## src/rtl/mss_defs.vh

```
// Behaviour
// - Back-EMF constant is a 7-bit code: 3-bit shift above 4-bit mantissa.
// - Decoded magnitude is mantissa shifted left by the shift field.
// - Code 0x7F decodes to 1920, about 1760 mV/Hz.
// - Code 0x01 decodes to one, 0.92 mV/Hz per step.
// - Stationary motor is aligned by inductive detect or forced alignment.
// - Inductive detect finds rotor angle from winding inductance variation.
// - Forced alignment drives a chosen phase so the rotor lines up.
// - Forward spinning motor above threshold resynchronises straight into closed loop.
// - Reverse drive decelerates a reverse motor through zero into forward acceleration.
// - Without reverse drive, a reverse motor is coasted to stop or braked.
// - After a coasted or braked reverse motor stops, start-up continues as for a stationary motor.
// - Brake turns on all three low-side drivers, shorting the windings.
`ifndef MSS_DEFS_VH
`define MSS_DEFS_VH

// ------------------------------------------------------------
// Register offsets
// ------------------------------------------------------------
`define MSS_REG_CTRL 4'h0
`define MSS_REG_BACK_EMF 4'h4
`define MSS_REG_STAT 4'h8
`define MSS_REG_MAG 4'hC

// ------------------------------------------------------------
// Control fields
// ------------------------------------------------------------
`define MSS_CTRL_START 0
`define MSS_CTRL_SPD_DET_EN 1
`define MSS_CTRL_IPD_EN 2
`define MSS_CTRL_RVS_EN 3
`define MSS_CTRL_BRK_EN 4
`define MSS_CTRL_RESET 32'h0000_0000

// ------------------------------------------------------------
// Code fields
// ------------------------------------------------------------
`define MSS_BACK_EMF_SHIFT_MSB 6
`define MSS_BACK_EMF_SHIFT_LSB 4
`define MSS_BACK_EMF_MANT_MSB 3
`define MSS_BACK_EMF_RESET 7'h00

// ------------------------------------------------------------
// Timing
// ------------------------------------------------------------
// Settle 100 us and quiet stop 150 us at 20 MHz
`define MSS_SETTLE_CYC 16'h07D0
`define MSS_STOP_QUIET_CYC 16'h0BB8

`endif

```

## src/rtl/mss_startup.v

```verilog
`timescale 1ns/10ps
`include "mss_defs.vh"

module mss_startup (
	// Clock and reset
	input wire core_clk_i,
	input wire rst_n_i,
	// Avalon-MM slave
	input wire [3:0] avs_address_i,
	input wire avs_read_i,
	input wire avs_write_i,
	input wire [31:0] avs_writedata_i,
	output reg [31:0] avs_readdata_o,
	output wire avs_waitrequest_o,
	// Motor sense pins
	input wire back_emf_spinning_i,
	input wire back_emf_forward_i,
	input wire back_emf_above_thr_i,
	input wire rotor_aligned_i,
	// Phase drive
	output reg [2:0] high_side_on_o,
	output reg [2:0] low_side_on_o,
	output reg [2:0] phase_float_o,
	output reg [1:0] phase_mode_o,
	output reg closed_loop_o,
	output reg [10:0] back_emf_magnitude_o
);

	// ------------------------------------------------------------
	// States
	// ------------------------------------------------------------
	localparam ST_IDLE = 4'd0;
	localparam ST_DETECT = 4'd1;
	localparam ST_CLASSIFY = 4'd2;
	localparam ST_REVERSE = 4'd3;
	localparam ST_BRAKE = 4'd4;
	localparam ST_COAST = 4'd5;
	localparam ST_IPD = 4'd6;
	localparam ST_ALIGN = 4'd7;
	localparam ST_ACCEL = 4'd8;
	localparam ST_CLOSED = 4'd9;

	localparam MOT_STOP = 2'd0;
	localparam MOT_FWD = 2'd1;
	localparam MOT_REV = 2'd2;

	localparam [15:0] SETTLE_CYC = `MSS_SETTLE_CYC;
	localparam [15:0] QUIET_CYC = `MSS_STOP_QUIET_CYC;

	// ------------------------------------------------------------
	// Pin synchronisers
	// ------------------------------------------------------------
	wire [3:0] pin_raw = {rotor_aligned_i, back_emf_above_thr_i, back_emf_forward_i, back_emf_spinning_i};
	wire [3:0] pin_s;
	wire spin_s = pin_s[0];
	wire fwd_s = pin_s[1];
	wire fast_s = pin_s[2];
	wire aligned_s = pin_s[3];

	// Two flops per pin; only the second stage is read
	genvar pin;
	generate
		for (pin = 0; pin < 4; pin = pin + 1) begin : g_sync
			reg stage_a;
			reg stage_b;
			always @(posedge core_clk_i) begin
				if (!rst_n_i) begin
					stage_a <= 1'b0;
					stage_b <= 1'b0;
				end else begin
					stage_a <= pin_raw[pin];
					stage_b <= stage_a;
				end
			end
			assign pin_s[pin] = stage_b;
		end
	endgenerate

	// ------------------------------------------------------------
	// Registers
	// ------------------------------------------------------------
	reg [4:0] ctrl;
	reg [6:0] back_emf_constant_code;
	reg [3:0] state;
	reg [1:0] motion;
	reg [15:0] timer;
	reg start_pulse;
	reg rd_done;

	wire [2:0] back_emf_constant_shift = back_emf_constant_code[`MSS_BACK_EMF_SHIFT_MSB:`MSS_BACK_EMF_SHIFT_LSB];
	wire [3:0] back_emf_constant_mantissa = back_emf_constant_code[`MSS_BACK_EMF_MANT_MSB:0];
	// Largest is 15 << 7 = 1920 at code 0x7F, smallest 0 at 0x00, smallest nonzero 1 at 0x01
	wire [10:0] next_magnitude = {7'h00, back_emf_constant_mantissa} << back_emf_constant_shift;

	// Single wait state on reads so the read data comes from a flop
	assign avs_waitrequest_o = avs_read_i & ~rd_done;

	// ------------------------------------------------------------
	// Read decode
	// ------------------------------------------------------------
	wire rd_take = avs_read_i & ~rd_done;
	reg [31:0] next_readdata;

	always @* begin
		case (avs_address_i)
			`MSS_REG_CTRL: next_readdata = {27'h000_0000, ctrl};
			`MSS_REG_BACK_EMF: next_readdata = {25'h000_0000, back_emf_constant_code};
			`MSS_REG_STAT: next_readdata = {25'h000_0000, closed_loop_o, motion, state};
			`MSS_REG_MAG: next_readdata = {21'h00_0000, next_magnitude};
			default: next_readdata = 32'h0000_0000;
		endcase
	end

	always @(posedge core_clk_i) begin
		if (!rst_n_i) begin
			ctrl <= 5'h00;
			back_emf_constant_code <= `MSS_BACK_EMF_RESET;
			start_pulse <= 1'b0;
			rd_done <= 1'b0;
			avs_readdata_o <= 32'h0000_0000;
			back_emf_magnitude_o <= 11'h000;
		end else begin
			start_pulse <= 1'b0;
			back_emf_magnitude_o <= next_magnitude;
			rd_done <= rd_take;
			if (avs_write_i) begin
				case (avs_address_i)
					`MSS_REG_CTRL: begin
						ctrl <= {avs_writedata_i[4:1], 1'b0};
						start_pulse <= avs_writedata_i[`MSS_CTRL_START];
					end
					`MSS_REG_BACK_EMF: begin
						back_emf_constant_code <= avs_writedata_i[6:0];
					end
					default: begin
					end
				endcase
			end
			if (rd_take) begin
				avs_readdata_o <= next_readdata;
			end
		end
	end

	// ------------------------------------------------------------
	// Start-up sequencer
	// ------------------------------------------------------------
	reg [3:0] next_state;
	reg [1:0] next_motion;
	wire timer_done = (timer == 16'h0000);
	reg [1:0] sensed_motion;
	reg [15:0] next_timer;
	wire quiet_wait = (next_state == ST_BRAKE) || (next_state == ST_COAST);

	always @* begin
		if (!spin_s)
			sensed_motion = MOT_STOP;
		else if (fwd_s)
			sensed_motion = MOT_FWD;
		else
			sensed_motion = MOT_REV;
	end

	always @* begin
		if (next_state != state)
			next_timer = quiet_wait ? QUIET_CYC : SETTLE_CYC;
		else if (quiet_wait && spin_s)
			next_timer = QUIET_CYC; // Stop needs an unbroken quiet spell
		else if (!timer_done)
			next_timer = timer - 16'h0001;
		else
			next_timer = timer;
	end

	always @* begin
		next_state = state;
		next_motion = motion;
		case (state)
			ST_IDLE: begin
				if (start_pulse) begin
					next_state = ctrl[`MSS_CTRL_SPD_DET_EN] ? ST_DETECT : ST_CLASSIFY;
					next_motion = MOT_STOP;
				end
			end
			ST_DETECT: begin
				if (timer_done) begin
					next_state = ST_CLASSIFY;
					next_motion = sensed_motion;
				end
			end
			ST_CLASSIFY: begin
				case (motion)
					MOT_FWD: begin
						// Too slow to lock: treat as stationary path
						if (fast_s)
							next_state = ST_CLOSED;
						else
							next_state = ctrl[`MSS_CTRL_IPD_EN] ? ST_IPD : ST_ALIGN;
					end
					MOT_REV: begin
						if (ctrl[`MSS_CTRL_RVS_EN])
							next_state = ST_REVERSE;
						else if (ctrl[`MSS_CTRL_BRK_EN])
							next_state = ST_BRAKE;
						else
							next_state = ST_COAST;
					end
					default: begin
						next_state = ctrl[`MSS_CTRL_IPD_EN] ? ST_IPD : ST_ALIGN;
					end
				endcase
			end
			ST_REVERSE: begin
				if (!spin_s || fwd_s)
					next_state = ST_ACCEL;
			end
			ST_BRAKE, ST_COAST: begin
				if (timer_done) begin
					next_motion = MOT_STOP;
					next_state = ctrl[`MSS_CTRL_IPD_EN] ? ST_IPD : ST_ALIGN;
				end
			end
			ST_IPD: begin
				if (timer_done)
					next_state = ST_ACCEL;
			end
			ST_ALIGN: begin
				if (timer_done && aligned_s)
					next_state = ST_ACCEL;
			end
			ST_ACCEL: begin
				if (fast_s)
					next_state = ST_CLOSED;
			end
			ST_CLOSED: begin
			end
			default: begin
				next_state = ST_IDLE;
			end
		endcase
	end

	always @(posedge core_clk_i) begin
		if (!rst_n_i) begin
			state <= ST_IDLE;
			motion <= MOT_STOP;
			timer <= 16'h0000;
		end else begin
			state <= next_state;
			motion <= next_motion;
			timer <= next_timer;
		end
	end

	// ------------------------------------------------------------
	// Phase drive outputs
	// ------------------------------------------------------------
	reg [2:0] next_high;
	reg [2:0] next_low;
	reg [2:0] next_float;
	reg [1:0] next_mode;
	wire [2:0] leg_guard;

	always @* begin
		next_high = 3'b000;
		next_low = 3'b000;
		next_float = 3'b111;
		next_mode = 2'd0;
		case (next_state)
			ST_BRAKE: begin
				next_low = 3'b111;
				next_float = 3'b000;
			end
			ST_ALIGN: begin
				// Current into V, out of W
				next_high = 3'b010;
				next_low = 3'b100;
				next_float = 3'b001;
			end
			ST_IPD: begin
				next_mode = 2'd1;
				next_float = 3'b000;
			end
			ST_REVERSE, ST_ACCEL: begin
				next_mode = 2'd2;
				next_float = 3'b000;
			end
			ST_CLOSED: begin
				next_mode = 2'd3;
				next_float = 3'b000;
			end
			default: begin
			end
		endcase
	end

	// A leg whose switch swaps sides spends one cycle with both off
	genvar leg;
	generate
		for (leg = 0; leg < 3; leg = leg + 1) begin : g_leg
			assign leg_guard[leg] = ~((high_side_on_o[leg] & next_low[leg]) | (low_side_on_o[leg] & next_high[leg]));
		end
	endgenerate

	// ------------------------------------------------------------
	// Drive registers
	// ------------------------------------------------------------
	always @(posedge core_clk_i) begin
		if (!rst_n_i) begin
			high_side_on_o <= 3'b000;
			low_side_on_o <= 3'b000;
			phase_float_o <= 3'b111;
			phase_mode_o <= 2'd0;
			closed_loop_o <= 1'b0;
		end else begin
			high_side_on_o <= next_high & leg_guard;
			low_side_on_o <= next_low & leg_guard;
			phase_float_o <= next_float;
			phase_mode_o <= next_mode;
			closed_loop_o <= (next_state == ST_CLOSED);
		end
	end

endmodule

```

## config.mk

```make
export PLATFORM = sky130hd
export DESIGN_NAME = mss_startup
export DESIGN_NICKNAME = d
export VERILOG_FILES = /design/src/rtl/mss_startup.v
export VERILOG_INCLUDE_DIRS = /design/src /design/src/rtl
export SDC_FILE = /design/constraint.sdc
export NUM_CORES = 1
export LEC_CHECK = 0
export CORE_MARGIN = 2
export CORE_UTILIZATION = 55
export CTS_BUF_LIST = sky130_fd_sc_hd__clkbuf_8
export DETAILED_ROUTE_END_ITERATION = 6
export DONT_BUFFER_PORTS = 1
export PLACE_DENSITY_LB_ADDON = 0.15
export SLEW_MARGIN = 30
export SYNTH_ARGS = -nofsm -noshare
export SYNTH_HDL_FRONTEND = slang
export SYNTH_SLANG_ARGS = --single-unit
```

## constraint.sdc

```tcl
create_clock -name core_clk_i -period 6.94 [get_ports core_clk_i]
set_input_delay 0.347 -clock core_clk_i [delete_from_list [all_inputs] [get_ports core_clk_i]]
set_output_delay 0.347 -clock core_clk_i [all_outputs]
set_load 0.01 [all_outputs]
```

# ---- Word level (Yosys, flattened, before mapping)
# Cells that the tools add are included.
dict set report totals {
  out_inout_bits 56
  elab_cells 111
  regBits 98
}
dict set report op_classes {
  shifts 1
  addsub 1
  n_reduce_logical 16
  n_mux 29
  n_eq_ne 26
  n_bitwise 16
}
# operator count
set op_table {}
lappend op_table {{two-way mux 16 bit} 3}
lappend op_table {{one-hot mux 11 bit (4 select lines)} 1}
lappend op_table {{equality test 4 x 3 -> 1 bit, second input constant} 9}
lappend op_table {{one-hot mux 4 bit (9 select lines)} 1}
lappend op_table {{two-way mux 4 bit} 8}
lappend op_table {{equality test 4 bit, second input constant} 6}
lappend op_table {{logical NOT 16 bit} 1}
lappend op_table {{subtractor 16 x 1 -> 16 bit, second input constant} 1}
lappend op_table {{two-way mux 2 bit} 7}
lappend op_table {{equality test 4 x 2 -> 1 bit, second input constant} 3}
lappend op_table {{two-way mux 12 bit} 1}
lappend op_table {{one-hot mux 2 bit (3 select lines)} 2}
lappend op_table {{one-hot mux 3 bit (2 select lines)} 2}
lappend op_table {{left shift 4 x 3 -> 11 bit} 1}
lappend op_table {{logical NOT 4 bit} 2}
lappend op_table {{one-hot mux 4 bit (2 select lines)} 1}
lappend op_table {{bitwise AND 1 bit} 6}
lappend op_table {{bitwise AND 3 bit} 2}
lappend op_table {{!= test 2 bit, second input constant} 3}
lappend op_table {{OR reduction 5 bit} 1}
lappend op_table {{equality test 4 x 1 -> 1 bit, second input constant} 1}
lappend op_table {{!= test 4 bit} 1}
lappend op_table {{NOT 1 bit} 4}
lappend op_table {{AND reduction 2 bit} 2}
lappend op_table {{other kinds (14)} 20}

# ---- Longest topological paths before layout
dict set report depth {
  word_depth 10
  ltp_mapped 10
  ltp_nobuf 9
}

# ---- Worst setup path after synthesis
# No wires, ideal clock.
dict set report synth_path {
  path_type {reg-to-reg}
  from {register timer[10]}
  to {register timer[7]}
  t_arrival_ps 2201
  setup_time_ps 137
  path_stages_with_launch 9
  required_ps 6803
  slack_ps 4602
  path_buffers 1
  cell_sequence {dfxtp_1 nor4_4 nand4_4 or4_4 and4_4 buf_6 a31oi_4 or2_1 a41oi_1}
}
dict set report synth_between {
  elab_chain_len 9
  elab_cells_between_ends 15
}
# element line
set synth_lines {}
lappend synth_lines {{start: declaration} mss_startup.v:86} ;# reg [15:0] timer;
lappend synth_lines {{start signal: assignment} mss_startup.v:251} ;# timer <= next_timer;
lappend synth_lines {{logical NOT 16 bit (*)} mss_startup.v:150} ;# wire timer_done = (timer == 16'h0000);
lappend synth_lines {{logical AND 1 bit} mss_startup.v:228} ;# if (timer_done && aligned_s)
lappend synth_lines {{two-way mux 4 bit} mss_startup.v:228}
lappend synth_lines {{one-hot mux 4 bit (9 select lines)} mss_startup.v:178} ;# case (state)
lappend synth_lines {{equality test 4 x 3 -> 1 bit} mss_startup.v:153} ;# wire quiet_wait = (next_state == ST_BRAKE) || (next_state == ST_COAST);
lappend synth_lines {{logical OR 1 bit} mss_startup.v:153}
lappend synth_lines {{logical AND 1 bit} mss_startup.v:167} ;# else if (quiet_wait && spin_s)
lappend synth_lines {{two-way mux 16 bit} mss_startup.v:167}
lappend synth_lines {{two-way mux 16 bit} mss_startup.v:165} ;# if (next_state != state)
# Mark *: on every way between the ends. The rest lies on a longest branch, timed or not.
# A chain may end at the register's enable or synchronous reset.

# ---- Worst setup path after layout
dict set report layout_path {
  from {register timer[10]}
  to {register phase_mode_o[0]}
}
dict set report layout_between {
  elab_chain_len 7
  elab_cells_between_ends 13
}
# element line
set layout_lines {}
lappend layout_lines {{logical NOT 16 bit (*)} mss_startup.v:150}
lappend layout_lines {{logical AND 1 bit} mss_startup.v:228}
lappend layout_lines {{two-way mux 4 bit} mss_startup.v:228}
lappend layout_lines {{one-hot mux 4 bit (9 select lines) (*)} mss_startup.v:178}
lappend layout_lines {{equality test 4 x 2 -> 1 bit or equality test 4 bit (tied branches)} mss_startup.v:269} ;# case (next_state)
lappend layout_lines {{OR reduction 2 bit} n/a}
lappend layout_lines {{one-hot mux 2 bit (3 select lines) (*)} mss_startup.v:269}
lappend layout_lines {{end signal: assignment} mss_startup.v:319} ;# phase_mode_o <= next_mode;
lappend layout_lines {{end: declaration} mss_startup.v:24} ;# output reg [1:0] phase_mode_o,
# Marked as above.

==> flow_summary_export.csv <==
group,metric,value,unit
drt,detail_route.wirelength,7690,um
floorplan,io_pins,100,
grt,antenna_found_initial,0,
drt,dr.pass1.iters,5,
setup_path,critical_path.max_fanout,13,
timing,maxClockFrequency,366,MHz
grt,grt_pass1_wl,13100,um
setup_path,endpoint_kind,"flip-flop",
yosys,ys_warn_count,0,
power,power.leakage,0.00153,uW
clocking,cts_hold_repair.buffers,0,
clocking,post_cts_resize_count,0,
clocking,tritoncts_buffer_count,9,
timing,timing.clock.skew,0.00967,ns
flow_run,maxCapViolCount,0,
grt,grt_start_max_net_pins,37,
floorplan,start_util,57.6,%
grt,all_layer_gr_usage,22.6,%
setup_path,arrival_time_at_the_worst_endpoint,3.02,ns
layout,insertedDiodeCount,0,
timing,setup_violations,0,
yosys,netlist-cell-type-count,62,
power,max-vdd-ir-drop,0.196,mV
floorplan,rows,29,
timing,final_critical_path_share_of_the_clock_period,39.3,%
timing,setup_total_negative_slack,0,ns
setup_path,cp_data_required_time,7.23,ns
layout,post-route-util,60.1,%
yosys,syn_avg_cell_area,8.60,um2
drt,drc,0,
yosys,edff_count_synth,0,
placement,dp_cells,485,
yosys,syn-instance-count,430,
drt,route.detailed.wl_per_inst,15.4,um
clocking,register_clock_pin_slew_on_the_reported_worst_setup_and_hold_paths,0.08,ns
yosys,post_synth_instance_area,0.00370,mm2
clocking,cts.repair_timing.setup_buffer_count,0,
layout,layout_common_cells,"sky130_fd_sc_hd__dfxtp_1 (74), sky130_fd_sc_hd__nor2_1 (62), sky130_fd_sc_hd__nand2_1 (32)",
timing,finalHoldViolCount,0,
yosys,ys_seq_area_share,40.0,%
floorplan,floorplan.die_area,0.00740,mm2
yosys,synth_top_flop_cell,"sky130_fd_sc_hd__dfxtp_1",
timing,whs,0.0776,ns
timing,layout_min_cycle_time,2.73,ns
drt,overall_via_count_from_detail_route,2922,
layout,fin_cells,501,
clocking,cts.path.max_buffers,2,
placement,detailed_place_hpwl,5470,um
drt,drt-initial-drc-count,178,
power,design_power_total,1180,uW
placement,finalWeightedCongestion,0.822,
power,powerDensity,307,mW/mm2
drt,drt-vias-per-instance,5.83,
clocking,cts-root-buf,"sky130_fd_sc_hd__clkbuf_8",
layout,nNetsFinal,467,
yosys,ys_ff_latch,74,
layout,synthToLayoutAreaGrowth,4.26,%
grt,gr-total-overflow,0,
clocking,num_clock_sinks,74,
run_status,status,"finished, final reports clean",
clocking,tritoncts,"done",
floorplan,std_cell_core_area,0.00642,mm2
setup_path,timing.setup.critical_path_class,"reg2reg",
layout,layout.cells.most_common,"sky130_fd_sc_hd__dfxtp_1",
floorplan,floorplan.die.height,86.0,um
placement,buffer_ports.inserted,0,
timing,max_transition_margin,50.9,%
drt,antenna_violating_nets_post_route,0,
min_path,hold_path_class,"in2reg",
grt,vias_in_the_first_global_route,2716,
yosys,postSynth.asyncResetShare,0,%
clocking,insertion_delay,0.35,ns
clocking,cts_max_level,3,
setup_path,cp-start-kind,"flip-flop",
floorplan,die_width,86.0,um
timing,rsz_0062_raised_after_global_routing,"no",
timing,tightest_slew,0.731,ns
layout,drive_gt1_share,8.02,%
timing,drv_slew,0,
-- power breakdown --
| part | leakage, uW | switching [uW] | total [uW] | internal, uW |
|---|---|---|---|---|
| combinational | 0.000808 | 167 | 287 | 120 |
| clock | 0.000121 | 162 | 401 | 239 |
| sequential | 0.000601 | 37.8 | 497 | 459 |
| total | 0.00153 | 367 | 1180 | 818 |
-- sequential cells by signal (all words and copies together), names as in the netlist, 2 cells and up --
name / cells
motion: 2
ctrl: 4
g_sync.stage_a: 4
phase_mode_o: 2
timer: 16
back_emf_constant_code: 7
state: 4
back_emf_magnitude_o: 11
phase_float_o: 2
avs_readdata_o: 11
low_side_on_o: 3
-- logic make-up (layout without fill, tap and decap cells) --
family                   after synthesis  count (layout)  share of synthesized area, %
XOR/XNOR                              12              12                          2.84
other                                  1              23                         0.101
flip-flops                            74              74                          40.0
adder cells (fa/ha/maj)                4               4                          1.35
buffers and inverters                 53              25                          8.05
AO/OA/AOI/OAI                         78              78                          15.3
multiplexers                          20              20                          5.85
AND/OR/NAND/NOR                      188             188                          26.5
-- routing by layer --
| metal | vias to the layer above | global-route usage [%] | share of wire [%] |
|---|---|---|---|
| li1 | 1443 | - | - |
| met1 | 1355 | 28.1 | 44 |
| met2 | 107 | 35.9 | 47 |
| met3 | 17 | 6.45 | 6.9 |
| met4 | 0 | 10.7 | 2.4 |
| met5 | - | 0 | 0 |
-- path summary, 6_finish.rpt --
check / start / end / slack (ns) / cells past startpoint
worst max register to register: timer[10] / phase_mode_o[0] / 4.21 / 7
worst min register to register: g_sync[0].stage_a / g_sync[0].stage_b / 0.44 / 1
worst min-delay path: rst_n_i / phase_float_o[1] / 0.08 / 1
worst max-delay path: timer[10] / phase_mode_o[0] / 4.21 / 7
-- area by class of cell --
class / count / area (um2)
tap: 77 / 96.3
multi-input combinational: 325 / 2000
fill: 574 / 2560
inverter: 9 / 33.8
clock inverter: 7 / 119
clock buffer: 9 / 124
sequential: 74 / 1480
-- worst max-delay path, cell delays in order, from the launching register on --
cell,delay [ns]
sky130_fd_sc_hd__dfxtp_1,0.35
sky130_fd_sc_hd__nor4_4,0.46
sky130_fd_sc_hd__and4_1,0.30
sky130_fd_sc_hd__nand2_1,0.29
sky130_fd_sc_hd__a31oi_1,0.64
sky130_fd_sc_hd__nand3_1,0.16
sky130_fd_sc_hd__or3_1,0.33
sky130_fd_sc_hd__a21oi_1,0.13
-- through the flow --
stage	setup WS (ns)	area, um2
6_report	4.21	3860
4_1_cts	4.26	3860
5_1_grt	4.04	3860
3_5_place_dp	4.28	3610
3_3_place_gp	4.26	3610
2_1_floorplan	4.60	3780
-- synthesized netlist by cell type (all sizes together), types with 6 or more instances --
master | count | area [um2]
a22oi | 6 | 45.0
nand2b | 12 | 75.1
and2 | 16 | 100
nand4 | 6 | 52.6
dfxtp | 74 | 1480
mux2i | 16 | 160
clkbuf | 17 | 63.8
a31oi | 9 | 71.3
buf | 27 | 200
xnor2 | 7 | 61.3
nand3 | 14 | 70.1
inv | 8 | 30.0
nor2b | 7 | 43.8
o21ai | 11 | 55.1
nand2 | 32 | 120
nor2 | 62 | 233
a21oi | 23 | 115
nor3 | 17 | 90.1
Note: power is estimated with default switching activity, not from simulation.
